File: src/io_space_pkg.sv
// constants and types shared by the low i/o space decoder
`default_nettype none

package io_space_pkg;

  // address space layout
  localparam logic [7:0] IO_DATA_OFFSET = 8'h20; // data alias of i/o addr 0
  localparam logic [7:0] IO_DATA_END    = 8'h5f; // last data alias of i/o
  localparam logic [7:0] EXT_FIRST      = 8'h60; // first extended address
  localparam logic [7:0] EXT_LAST       = 8'hff; // last extended address
  localparam logic [7:0] SHORT_IO_LAST  = 8'h3f; // 64 short i/o locations
  localparam logic [7:0] BIT_IO_LAST    = 8'h1f; // last bit-addressable reg

  // port register offsets (i/o addresses)
  localparam logic [7:0] OFF_PORT_A_INPUT     = 8'h00;
  localparam logic [7:0] OFF_PORT_A_DIRECTION = 8'h01;
  localparam logic [7:0] OFF_PORT_A_OUTPUT    = 8'h02;
  localparam logic [7:0] OFF_PORT_B_INPUT     = 8'h03;
  localparam logic [7:0] OFF_PORT_B_DIRECTION = 8'h04;
  localparam logic [7:0] OFF_PORT_B_OUTPUT    = 8'h05;
  localparam logic [7:0] OFF_PORT_C_INPUT     = 8'h06;
  localparam logic [7:0] OFF_PORT_C_DIRECTION = 8'h07;
  localparam logic [7:0] OFF_PORT_C_OUTPUT    = 8'h08;
  localparam logic [7:0] OFF_PORT_D_INPUT     = 8'h09;
  localparam logic [7:0] OFF_PORT_D_DIRECTION = 8'h0a;
  localparam logic [7:0] OFF_PORT_D_OUTPUT    = 8'h0b;

  // event flag register offsets
  localparam logic [7:0] OFF_TIMER0_EVENT_FLAGS     = 8'h15;
  localparam logic [7:0] OFF_TIMER1_EVENT_FLAGS     = 8'h16;
  localparam logic [7:0] OFF_TIMER2_EVENT_FLAGS     = 8'h17;
  localparam logic [7:0] OFF_PIN_CHANGE_EVENT_FLAGS = 8'h1b;

  // implemented flag bits, all others reserved
  localparam logic [7:0] TIMER0_FLAG_MASK     = 8'h07;
  localparam logic [7:0] TIMER1_FLAG_MASK     = 8'h27;
  localparam logic [7:0] TIMER2_FLAG_MASK     = 8'h07;
  localparam logic [7:0] PIN_CHANGE_FLAG_MASK = 8'h0f;

  // values after reset
  localparam logic [7:0] PORT_RESET = 8'h00;
  localparam logic [7:0] FLAG_RESET = 8'h00;

  // access kinds issued by the core
  typedef enum logic [2:0] {
    OP_IO_READ            = 3'h0, // short i/o read
    OP_IO_WRITE           = 3'h1, // short i/o write
    OP_DATA_LOAD          = 3'h2, // indirect, direct or displacement load
    OP_DATA_STORE         = 3'h3, // indirect, direct or displacement store
    OP_BIT_SET            = 3'h4, // bit_set_op
    OP_BIT_CLEAR          = 3'h5, // bit_clear_op
    OP_SKIP_IF_BIT_SET    = 3'h6, // skip_if_bit_set_op
    OP_SKIP_IF_BIT_CLEAR  = 3'h7  // skip_if_bit_clear_op
  } acc_op_t;

endpackage : io_space_pkg

`default_nettype wire

File: src/io_space_decoder.sv
// low i/o space decoder with port and event flag registers
//
// What this block does
// short i/o ops address locations 0x00 to 0x3f
// data space sees i/o registers plus 0x20
// short i/o path never reaches beyond 64
// extended 0x60-0xff only via data loads/stores
// bit set/clear only on 0x00 to 0x1f
// skip tests read any bit there
// flags clear on written one, keep on zero
// bit set/clear rewrite whole register, clearing flags
// core never writes reserved addresses; bench bit-clears reserved 0x1f
// core writes zero to reserved bits
// port d output at 0x0b, bit n pin n
// port a output at 0x02, bit n pin n
// reserved reads zero, reserved writes ignored
`default_nettype none

module io_space_decoder
  import io_space_pkg::*;
(
  input  wire logic       clk_sys,
  input  wire logic       reset_n,
  input  wire logic       acc_valid,
  input  wire acc_op_t    acc_op,
  input  wire logic [7:0] acc_addr,
  input  wire logic [7:0] acc_wdata,
  input  wire logic [2:0] acc_bit,
  input  wire logic [7:0] port_a_in,
  input  wire logic [7:0] port_b_in,
  input  wire logic [7:0] port_c_in,
  input  wire logic [7:0] port_d_in,
  input  wire logic [7:0] timer0_event,
  input  wire logic [7:0] timer1_event,
  input  wire logic [7:0] timer2_event,
  input  wire logic [7:0] pin_change_event,
  output logic      [7:0] rd_data_q,
  output logic            rd_valid_q,
  output logic            skip_q,
  output logic            acc_err_q,
  output logic            ext_sel_q,
  output logic      [7:0] port_a_out,
  output logic      [7:0] port_a_oe,
  output logic      [7:0] port_b_out,
  output logic      [7:0] port_b_oe,
  output logic      [7:0] port_c_out,
  output logic      [7:0] port_c_oe,
  output logic      [7:0] port_d_out,
  output logic      [7:0] port_d_oe,
  output logic      [7:0] timer0_flags,
  output logic      [7:0] timer1_flags,
  output logic      [7:0] timer2_flags,
  output logic      [7:0] pin_change_flags
);

  // per-port and per-flag-register offset and mask tables
  localparam logic [7:0] IN_OFF [4] = '{OFF_PORT_A_INPUT, OFF_PORT_B_INPUT,
                                        OFF_PORT_C_INPUT, OFF_PORT_D_INPUT};
  localparam logic [7:0] DIR_OFF [4] = '{OFF_PORT_A_DIRECTION,
                                         OFF_PORT_B_DIRECTION,
                                         OFF_PORT_C_DIRECTION,
                                         OFF_PORT_D_DIRECTION};
  localparam logic [7:0] OUT_OFF [4] = '{OFF_PORT_A_OUTPUT, OFF_PORT_B_OUTPUT,
                                         OFF_PORT_C_OUTPUT, OFF_PORT_D_OUTPUT};
  localparam logic [7:0] FLAG_OFF [4] = '{OFF_TIMER0_EVENT_FLAGS,
                                          OFF_TIMER1_EVENT_FLAGS,
                                          OFF_TIMER2_EVENT_FLAGS,
                                          OFF_PIN_CHANGE_EVENT_FLAGS};
  localparam logic [7:0] FLAG_MASK [4] = '{TIMER0_FLAG_MASK,
                                           TIMER1_FLAG_MASK,
                                           TIMER2_FLAG_MASK,
                                           PIN_CHANGE_FLAG_MASK};

  logic [7:0] sync1_q [4];   // first pin sampling stage
  logic [7:0] sync2_q [4];   // second pin sampling stage
  logic [7:0] sync3_q [4];   // third pin sampling stage
  logic [7:0] pin_q   [4];   // filtered pin levels
  logic [7:0] dir_q   [4];   // direction registers
  logic [7:0] out_q   [4];   // output registers
  logic [7:0] flag_q  [4];   // sticky event flags
  logic [7:0] evt     [4];   // event pulses from peripherals
  logic [7:0] pin_raw [4];   // unsynchronised pins

  logic       is_short;      // short i/o instruction
  logic       is_data;       // data-space load or store
  logic       is_bitop;      // bit set, clear or test
  logic       in_io;         // access lands in the low i/o space
  logic       acc_bad;       // access refused
  logic       is_ext;        // access belongs to the extended space
  logic       is_write;      // access modifies a register
  logic [7:0] io_addr;       // resolved i/o address
  logic [7:0] cur_val;       // current register contents
  logic [7:0] bit_mask;      // one-hot selected bit
  logic [7:0] wr_val_d;      // value written back
  logic       wr_en;         // a legal write this cycle

  assign pin_raw = '{port_a_in, port_b_in, port_c_in, port_d_in};
  assign evt     = '{timer0_event, timer1_event, timer2_event,
                     pin_change_event};

  // read one i/o location; unmapped addresses read zero
  function automatic logic [7:0] read_reg(input logic [7:0] a,
                                          input logic [7:0] pins [4],
                                          input logic [7:0] dirs [4],
                                          input logic [7:0] outs [4],
                                          input logic [7:0] flags [4]);
    logic [7:0] v;
    v = 8'h00;
    for (int i = 0; i < 4; i++) begin
      if (a == IN_OFF[i]) begin
        v = pins[i];
      end
      if (a == DIR_OFF[i]) begin
        v = dirs[i];
      end
      if (a == OUT_OFF[i]) begin
        v = outs[i];
      end
      if (a == FLAG_OFF[i]) begin
        v = flags[i] & FLAG_MASK[i];
      end
    end
    return v;
  endfunction : read_reg

  // classify the access and resolve its i/o address
  always_comb begin
    is_short = (acc_op == OP_IO_READ) || (acc_op == OP_IO_WRITE);
    is_data  = (acc_op == OP_DATA_LOAD) || (acc_op == OP_DATA_STORE);
    is_bitop = !is_short && !is_data;
    // short path carries only a 6-bit field
    io_addr  = {2'b00, acc_addr[5:0]};
    in_io    = 1'b0;
    acc_bad  = 1'b0;
    is_ext   = 1'b0;
    if (is_short) begin
      in_io = (io_addr <= SHORT_IO_LAST);
    end else if (is_data) begin
      // data alias sits 0x20 above the i/o address
      io_addr = acc_addr - IO_DATA_OFFSET;
      in_io   = (acc_addr >= IO_DATA_OFFSET) &&
                (acc_addr <= IO_DATA_END);
      is_ext  = (acc_addr >= EXT_FIRST) &&
                (acc_addr <= EXT_LAST);
      acc_bad = (acc_addr < IO_DATA_OFFSET);
    end else begin
      // bit ops refused above the bit-addressable range
      io_addr = acc_addr;
      in_io   = (acc_addr <= BIT_IO_LAST);
      acc_bad = !in_io;
    end
  end

  // current value and write-back value for every access kind
  always_comb begin
    cur_val  = read_reg(io_addr, pin_q, dir_q, out_q, flag_q);
    bit_mask = 8'h01 << acc_bit;
    is_write = 1'b0;
    wr_val_d = acc_wdata;
    unique case (acc_op)
      OP_IO_WRITE, OP_DATA_STORE: begin
        is_write = 1'b1;
      end
      OP_BIT_SET: begin
        // whole register rewritten; set flags are written back as ones and so clear
        is_write = 1'b1;
        wr_val_d = cur_val | bit_mask;
      end
      OP_BIT_CLEAR: begin
        is_write = 1'b1;
        wr_val_d = cur_val & ~bit_mask;
      end
      OP_IO_READ, OP_DATA_LOAD,
      OP_SKIP_IF_BIT_SET, OP_SKIP_IF_BIT_CLEAR: begin
        is_write = 1'b0;
      end
    endcase
    wr_en = acc_valid && in_io && !acc_bad && is_write;
  end

  // three-stage pin sampling; a bit moves once stages two and three agree
  always_ff @(posedge clk_sys or negedge reset_n) begin
    if (!reset_n) begin
      for (int i = 0; i < 4; i++) begin
        sync1_q[i] <= PORT_RESET;
        sync2_q[i] <= PORT_RESET;
        sync3_q[i] <= PORT_RESET;
        pin_q[i]   <= PORT_RESET;
      end
    end else begin
      for (int i = 0; i < 4; i++) begin
        sync1_q[i] <= pin_raw[i];
        sync2_q[i] <= sync1_q[i];
        sync3_q[i] <= sync2_q[i];
        pin_q[i]   <= (sync2_q[i] & ~(sync2_q[i] ^ sync3_q[i])) |
                      (pin_q[i] & (sync2_q[i] ^ sync3_q[i]));
      end
    end
  end

  // direction and output registers; input registers ignore writes
  always_ff @(posedge clk_sys or negedge reset_n) begin
    if (!reset_n) begin
      for (int i = 0; i < 4; i++) begin
        dir_q[i] <= PORT_RESET;
        out_q[i] <= PORT_RESET;
      end
    end else if (wr_en) begin
      for (int i = 0; i < 4; i++) begin
        if (io_addr == DIR_OFF[i]) begin
          dir_q[i] <= wr_val_d;
        end
        // port a at 0x02 and port d at 0x0b, bit n drives pin n
        if (io_addr == OUT_OFF[i]) begin
          out_q[i] <= wr_val_d;
        end
      end
    end
  end

  // event flags: set by pulses, cleared by written ones, set wins
  always_ff @(posedge clk_sys or negedge reset_n) begin
    if (!reset_n) begin
      for (int i = 0; i < 4; i++) begin
        flag_q[i] <= FLAG_RESET;
      end
    end else begin
      for (int i = 0; i < 4; i++) begin
        if (wr_en && io_addr == FLAG_OFF[i]) begin
          flag_q[i] <= ((flag_q[i] & ~wr_val_d) | evt[i]) &
                       FLAG_MASK[i];
        end else begin
          flag_q[i] <= (flag_q[i] | evt[i]) & FLAG_MASK[i];
        end
      end
    end
  end

  // answer to the core, one cycle after the access
  always_ff @(posedge clk_sys or negedge reset_n) begin
    if (!reset_n) begin
      rd_data_q  <= 8'h00;
      rd_valid_q <= 1'b0;
      skip_q     <= 1'b0;
      acc_err_q  <= 1'b0;
      ext_sel_q  <= 1'b0;
    end else begin
      rd_valid_q <= acc_valid && !is_write && !acc_bad;
      acc_err_q  <= acc_valid && acc_bad;
      ext_sel_q  <= acc_valid && is_ext;
      rd_data_q  <= (acc_valid && in_io && !acc_bad) ? cur_val : 8'h00;
      // skip result tests the selected bit
      skip_q     <= acc_valid && in_io && !acc_bad &&
                    (((acc_op == OP_SKIP_IF_BIT_SET) &&
                      ((cur_val & bit_mask) != 8'h00)) ||
                     ((acc_op == OP_SKIP_IF_BIT_CLEAR) &&
                      ((cur_val & bit_mask) == 8'h00)));
    end
  end

  // pin drivers and flags straight from the registers
  assign port_a_out       = out_q[0];
  assign port_a_oe        = dir_q[0];
  assign port_b_out       = out_q[1];
  assign port_b_oe        = dir_q[1];
  assign port_c_out       = out_q[2];
  assign port_c_oe        = dir_q[2];
  assign port_d_out       = out_q[3];
  assign port_d_oe        = dir_q[3];
  assign timer0_flags     = flag_q[0];
  assign timer1_flags     = flag_q[1];
  assign timer2_flags     = flag_q[2];
  assign pin_change_flags = flag_q[3];
endmodule : io_space_decoder

`default_nettype wire

File: config.mk
export PLATFORM = sky130hd
export DESIGN_NAME = io_space_decoder
export DESIGN_NICKNAME = d
export VERILOG_FILES = /design/src/io_space_pkg.sv /design/src/io_space_decoder.sv
export SDC_FILE = /design/constraint.sdc
export NUM_CORES = 1
export LEC_CHECK = 0
export ABC_AREA = 1
export BUFFER_PORTS_ARGS = -buffer_cell sky130_fd_sc_hd__buf_2
export CAP_MARGIN = 20
export CELL_PAD_IN_SITES_DETAIL_PLACEMENT = 0
export CELL_PAD_IN_SITES_GLOBAL_PLACEMENT = 1
export CORE_MARGIN = 10
export CORE_UTILIZATION = 44
export CTS_BUF_LIST = sky130_fd_sc_hd__clkbuf_16
export CTS_CLUSTER_DIAMETER = 30
export DETAILED_ROUTE_END_ITERATION = 8
export GPL_ROUTABILITY_DRIVEN = 0
export PLACE_DENSITY_LB_ADDON = 0.1
export SLEW_MARGIN = 40
export SYNTH_ARGS = -nofsm -noshare
export SYNTH_HDL_FRONTEND = slang
export SYNTH_SLANG_ARGS = --single-unit
File: constraint.sdc
create_clock -name clk_sys -period 2.7 [get_ports clk_sys]
set_input_delay 0.81 -clock clk_sys [delete_from_list [all_inputs] [get_ports clk_sys]]
set_output_delay 0.81 -clock clk_sys [all_outputs]
set_load 0.02 [all_outputs]
==> flow_summary_export.csv, run 1 <==
group,metric,value,unit
outcome,status,"finished, violations left",
outcome,violations,"setup timing",
critical_path,end_kind,"flop",
critical_path,critical_path.cell_chain,"buf_12 > inv_12 > ha_4 > nand2_2 > nand2_1 > nand3_2 > nand2_4 > nand2_8 > buf_6 > nor3_4 > clkinvlp_2 > o21ai_2 > inv_1 > nand4_1 > nand2_1 > nand3_2 > nand2_4 > nand2_4 > nor2_4 > o21ai_2 > buf_12 > nand2_1 > nand2_1 > nand2_1",
grt,grt_pass1_wl,40480,um
grt,gr-max-usage-layer,"met2",
critical_path,critPathLaunchType,"input port",
placement,hpwl,19020,um
logic_synthesis,ys_types,37,
logic_synthesis,synth_compound_area_share,8.051,%
critical_path,crit_start,"acc_addr[6]",
die,fp.coreArea,19530,um^2
logic_synthesis,synth_xor_area_share,0,%
timing,worst_pin_slew,544.4,ps
cells_and_area,nets,1278,
critical_path,crit_fanout,12,
logic_synthesis,yosys.area.top_type,"dfrtp_1",
logic_synthesis,synth-seq-cells,218,
clock_network,clk_pin_slew,40,ps
critical_path,worst_path_dominant_cell_family,"simple AND/OR/NAND/NOR gates",
critical_path,worst_path_max_delay_cell,"ha_4",
placement,dp.cells,1381,
routing,ant_nets,0,
routing,wl_per_cell,17.33,um
cells_and_area,fillers,1602,
routing,drt_iter0_drc,320,
power_and_ir_drop,total_power,0.009896,W
clock_network,clockBufferDepth,3,
grt,use_met2,31.28,%
cells_and_area,area_growth,47.65,%
grt,antenna_found_initial,0,
timing,fin_skew,45.10,ps
logic_synthesis,synth_area_per_cell,10.09,um^2
grt,grt_max_degree,56,
cells_and_area,layout-drive-gt1-share,40.72,%
grt,first_global_vias,7334,
logic_synthesis,synth_seq_area_share,62.13,%
logic_synthesis,synthAdderAreaFrac,3.933,%
grt,met1_usage,26.18,%
logic_synthesis,synthTopCellsByArea,"dfrtp_1, nand2_1, inv_1, o21ai_0, maj3_1",
die,die_height,161.3,um
logic_synthesis,synthCells,870,
critical_path,cpMostUsedCell,"nand2_1",
routing,route.detailed.drc,0,
critical_path,cp_data_arrival_time,3270,ps
routing,firstDrtPassIters,4,
routing,via_per_inst,4.712,
grt,globalRouteTotalUtil,19.71,%
hold_path,hold_class,"in -> async",
routing,drt-total-wl,25790,um
critical_path,path_buf_inv,6,
logic_synthesis,synth_ff_type,"dfrtp_1",
timing,finalWorstSetupSlack,-191.4,ps
run,cap_violations,0,
timing,post-route-period-util,107.1,%
placement,portBuffers,160,
timing,timing.final.max_slew_violations,0,
critical_path,crit-reg2reg-launch,"port_a_oe[3]",
clock_network,h-tree-depth,2,
logic_synthesis,yosysMostFrequentCell,"dfrtp_1",
placement,dpl-instance-area,10730,um^2
logic_synthesis,synth.area.mux_share,0.5130,%
timing,timing.fmax,345.9,MHz
clock_network,ctsHoldBuffers,0,
logic_synthesis,yosys.area_share.simple,18.78,%
cells_and_area,fin_area,12960,um^2
critical_path,path_class,"in -> reg",
timing,rsz0062_at_grt,"true",
clock_network,clk_latency,540,ps
die,die_area,26010,um^2
power_and_ir_drop,pwr_density_cell,763.3,nW/um^2
grt,use_met3,4.957,%
timing,setup_viol,58,
cells_and_area,n_antenna_cell,0,
power_and_ir_drop,peakVddDrop,0.0008333,V
die,io_pins,197,
clock_network,cts_buffers,44,
die,num_rows,51,
timing,min_period,2891,ps
clock_network,tritoncts,"built",
logic_synthesis,ys_warn_count,0,
clock_network,cts_root_buffer,"clkbuf_16",
logic_synthesis,syn_area,8781,um^2
cells_and_area,fin_cells,1488,
die,die_w,161.3,um
logic_synthesis,async_reset_ff_share,100.0,%
grt,overflow,0,
routing,vias,7012,
logic_synthesis,yosysTopAreaCellShare,62.13,%
timing,maxSlewHeadroom,63.43,%
timing,finalHoldViolCount,0,
clock_network,numClockSinks,218,
critical_path,cpPeakStageDelay,250,ps
logic_synthesis,synth_top_family_by_area,"simple AND/OR/NAND/NOR gates",
power_and_ir_drop,p_leak,6.328,nW
critical_path,required,3080,ps
logic_synthesis,synth-edff-count,0,
logic_synthesis,synth_common_cells,"dfrtp_1, nand2_1, inv_1, o21ai_0, nor2_1",
die,start_util,44.97,%
==> metrics by stage <==
| stage | TNS (ps) | util, % | setup WS [ps] | hold WS, ps |
|---|---|---|---|---|
| 6_report | -4314 | 66.40 | -191.4 | 207.3 |
| 5_1_grt | -14350 | 66.40 | -324.3 | 229.4 |
| 4_1_cts | -2093 | 64.65 | -111.0 | 214.6 |
| 3_5_place_dp | -59970 | 54.95 | -823.4 | 334.7 |
| 3_3_place_gp | -57440 | 54.95 | -790.9 | 332.7 |
| 2_1_floorplan | -1962 | - | -114.1 | 331.2 |
==> cell usage in the layout, fill, tap and decap left out, drive strengths merged <==
cell type,count
ha,2
bufinv,7
nand2,217
nand3b,1
clkinvlp,6
dfrtp,218
nor2,60
o2bb2ai,2
conb,18
or2,16
o21ai,85
clkbuf,44
nor3,14
a31oi,11
a21o,10
maj3,32
mux2,4
buf,282
a21oi,12
inv,115
nand4,17
clkinv,14
o21a,1
nand3,35
==> cell type report <==
type,count,area [um^2],area share [%]
Sequential cell,218,5455,42.08
Multi-Input combinational cell,537,3258,25.13
Timing Repair Buffer,282,1903,14.68
Clock buffer,44,1101,8.493
Clock inverter,38,481.7,3.716
Inverter,103,429.2,3.310
Tap cell,265,331.6,2.557
Timing Repair inverter,1,5.005,0.03860
==> where the power goes <==
group          switching, W  total, W  internal, W
logic              0.000432  0.000723     0.000291
registers         0.0000846   0.00351      0.00343
clock network       0.00192   0.00566      0.00374
total               0.00244   0.00990      0.00746
==> routing by layer <==
metal,vias up,part of all wire [%]
li1,3429,-
met1,3349,45
met2,191,47
met3,43,6.4
met4,0,2.2
met5,-,0
==> logic make-up (layout without fill, tap and decap cells) <==
family	count (synthesis)	in the layout
multiplexers	4	4
adder cells (fa/ha/maj)	34	34
AO/OA/AOI/OAI	121	121
flip-flops	218	218
other	1	18
AND/OR/NAND/NOR	360	360
buffers and inverters	132	468
==> worst paths after layout <==
check	depth (start not counted)	to	slack, ps
min reg2reg	0	sync2_q[4]	340
min	1	asynchronous set/reset pin	210
max in group asynchronous	2	sync2_q[0]	1820
max	24	timer0_flags[0]	-190
max reg2reg	11	port_d_out[3]	620
min in group clk_sys	0	sync2_q[4]	340
==> what timing repair did <==
action,CTS,global route
setup endpoints to repair,77,82
hold endpoints to repair,0,0
buffers inserted,14,10
gates cloned,0,1
pin swaps,35,30
gates resized for setup,89,85
(Power assumes the default switching activity.)
==> run 2: changes to the inputs <==
--- a/config.mk
+++ b/config.mk
@@ -16,7 +16,7 @@
 export CTS_CLUSTER_DIAMETER = 30
 export DETAILED_ROUTE_END_ITERATION = 8
 export GPL_ROUTABILITY_DRIVEN = 0
-export PLACE_DENSITY_LB_ADDON = 0.1
+export PLACE_DENSITY = 0.85
 export SLEW_MARGIN = 40
 export SYNTH_ARGS = -nofsm -noshare
 export SYNTH_HDL_FRONTEND = slang
==> flow_summary_export.csv, run 2 (synthesized netlist as in run 1, its figures left out) <==
group,metric,value,unit
outcome,status,"finished, violations left",
outcome,violations,"setup timing",
clock_network,cts_buffers,42,
cells_and_area,final_cell_mix,"dfrtp_1, buf_2, nand2_1, buf_4, inv_1",
critical_path,critPathLaunchType,"input port",
timing,min_period,2955,ps
die,start_util,44.97,%
cells_and_area,nets,1278,
critical_path,cp_data_arrival_time,3360,ps
routing,ant_nets,0,
timing,fin_skew,14.92,ps
critical_path,end_kind,"flop",
grt,grt_max_degree,70,
clock_network,clockBufferDepth,3,
clock_network,tritoncts,"built",
grt,globalRouteTotalUtil,20.29,%
grt,first_global_vias,7658,
routing,firstDrtPassIters,5,
cells_and_area,layout-drive-gt1-share,44.33,%
timing,post-route-period-util,109.5,%
clock_network,clk_pin_slew,50,ps
clock_network,h-tree-depth,2,
timing,timing.final.max_slew_violations,0,
die,fp.coreArea,19530,um^2
power_and_ir_drop,pwr_density_cell,734.1,nW/um^2
placement,dp.cells,1380,
critical_path,crit_start,"acc_addr[5]",
routing,wl_per_cell,18.18,um
clock_network,ctsHoldBuffers,0,
grt,grt_pass1_wl,41870,um
hold_path,hold_class,"in -> async",
placement,portBuffers,160,
cells_and_area,fillers,1511,
die,num_rows,51,
grt,antenna_found_initial,0,
routing,drt-total-wl,26970,um
timing,timing.fmax,338.4,MHz
power_and_ir_drop,p_leak,6.378,nW
clock_network,clk_latency,530,ps
die,die_area,26010,um^2
run,cap_violations,0,
timing,worst_pin_slew,564.8,ps
cells_and_area,area_growth,49.89,%
die,die_height,161.3,um
clock_network,cts_root_buffer,"clkbuf_16",
routing,route.detailed.drc,0,
routing,drt_iter0_drc,381,
power_and_ir_drop,peakVddDrop,0.0006293,V
timing,setup_viol,79,
timing,maxSlewHeadroom,62.06,%
critical_path,crit-reg2reg-launch,"port_a_out[3]",
critical_path,path_class,"in -> reg",
die,die_w,161.3,um
routing,via_per_inst,4.935,
routing,vias,7324,
power_and_ir_drop,total_power,0.009662,W
timing,finalHoldViolCount,0,
clock_network,numClockSinks,218,
critical_path,required,3100,ps
critical_path,crit_fanout,6,
grt,overflow,0,
placement,hpwl,18580,um
cells_and_area,fin_cells,1484,
cells_and_area,final_common_cell,"dfrtp_1",
timing,rsz0062_at_grt,"true",
timing,finalWorstSetupSlack,-255.5,ps
die,io_pins,197,
-- run 2: changes by cell type in the layout (fill, tap and decap cells not counted), moves of 4 or more --
cell,before,now
nand2_2,30,59
nand3_1,23,19
inv_8,4,0
a31oi_1,11,6
a31oi_4,0,5
nand2_1,164,131
buf_4,104,96
buf_6,9,17
-- run 2: worst max-delay path, cell delays in order --
cell       delay (ps)
buf_12            110
inv_12             40
ha_4              120
nand2_1            70
nand2_2            70
nand2_2            50
nand3_2            70
nand2_4           100
nand2_8           110
clkinv_8           70
buf_6             130
nand2_8            70
buf_6             100
o21ai_2            40
inv_1              60
nand3_2            80
nand2_1            80
nand3_2            90
nand2_2            90
nand4_1           210
a21oi_2           250
o2bb2ai_4         100
buf_12            150
mux2_2            260
-- run 2: cell type report --
cell class,instances,area (um^2),share of cell area [%]
clock buffers,42,1051,7.986
repair buffers,285,1977,15.02
inverters,103,431.7,3.280
flip-flops and latches,218,5455,41.45
well taps,265,331.6,2.519
diodes,1,2.502,0.01901
clock inverters,33,421.7,3.204
multi-input cells,537,3491,26.52
-- run 2: routing by layer --
layer / global-route usage (%) / wire (um) / vias up
met4: 7.982 / 788 / 0
met2: 32.42 / 12930 / 250
li1: - / - / 3432
met3: 5.745 / 1982 / 53
met1: 25.58 / 11270 / 3589
met5: 0 / 0 / -
-- run 2: worst paths after layout --
kind,end,slack (ps),cells past startpoint
max in group asynchronous,sync2_q[25],1590,2
min in group clk_sys,sync2_q[6],340,0
min reg2reg,sync2_q[6],340,0
max reg2reg,port_d_oe[3],600,12
max,port_d_oe[3],-260,24
min,sync3_q[4],240,1
-- run 2: through the flow --
stage | util, % | hold slack (ps) | setup TNS (ps) | instance area, um^2 | worst slack [ps]
2_1_floorplan | - | 331.2 | -1962 | 8924 | -114.1
3_3_place_gp | 54.78 | 331.5 | -56330 | 10700 | -810.4
3_5_place_dp | 54.78 | 334.7 | -58490 | 10700 | -838.9
4_1_cts | 65.37 | 248.6 | -7521 | 12760 | -178.9
5_1_grt | 67.39 | 259.6 | -19290 | 13160 | -348.2
6_report | 67.40 | 242.3 | -9551 | 13160 | -255.5
-- run 2: timing repair --
item | 4_1_cts | 5_1_grt
resized for setup | 115 | 128
pin swaps | 50 | 66
cloned | 1 | 0
setup endpoints to repair | 79 | 83
setup buffers | 29 | 6
-- run 2: where the power goes --
| part | switching [W] | total (W) | leakage (nW) | internal [W] |
|---|---|---|---|---|
| clock | 0.00181 | 0.00537 | 0.708 | 0.00356 |
| combinational | 0.000463 | 0.000776 | 3.23 | 0.000313 |
| sequential | 0.0000876 | 0.00352 | 2.44 | 0.00343 |
| total | 0.00236 | 0.00966 | 6.38 | 0.00730 |
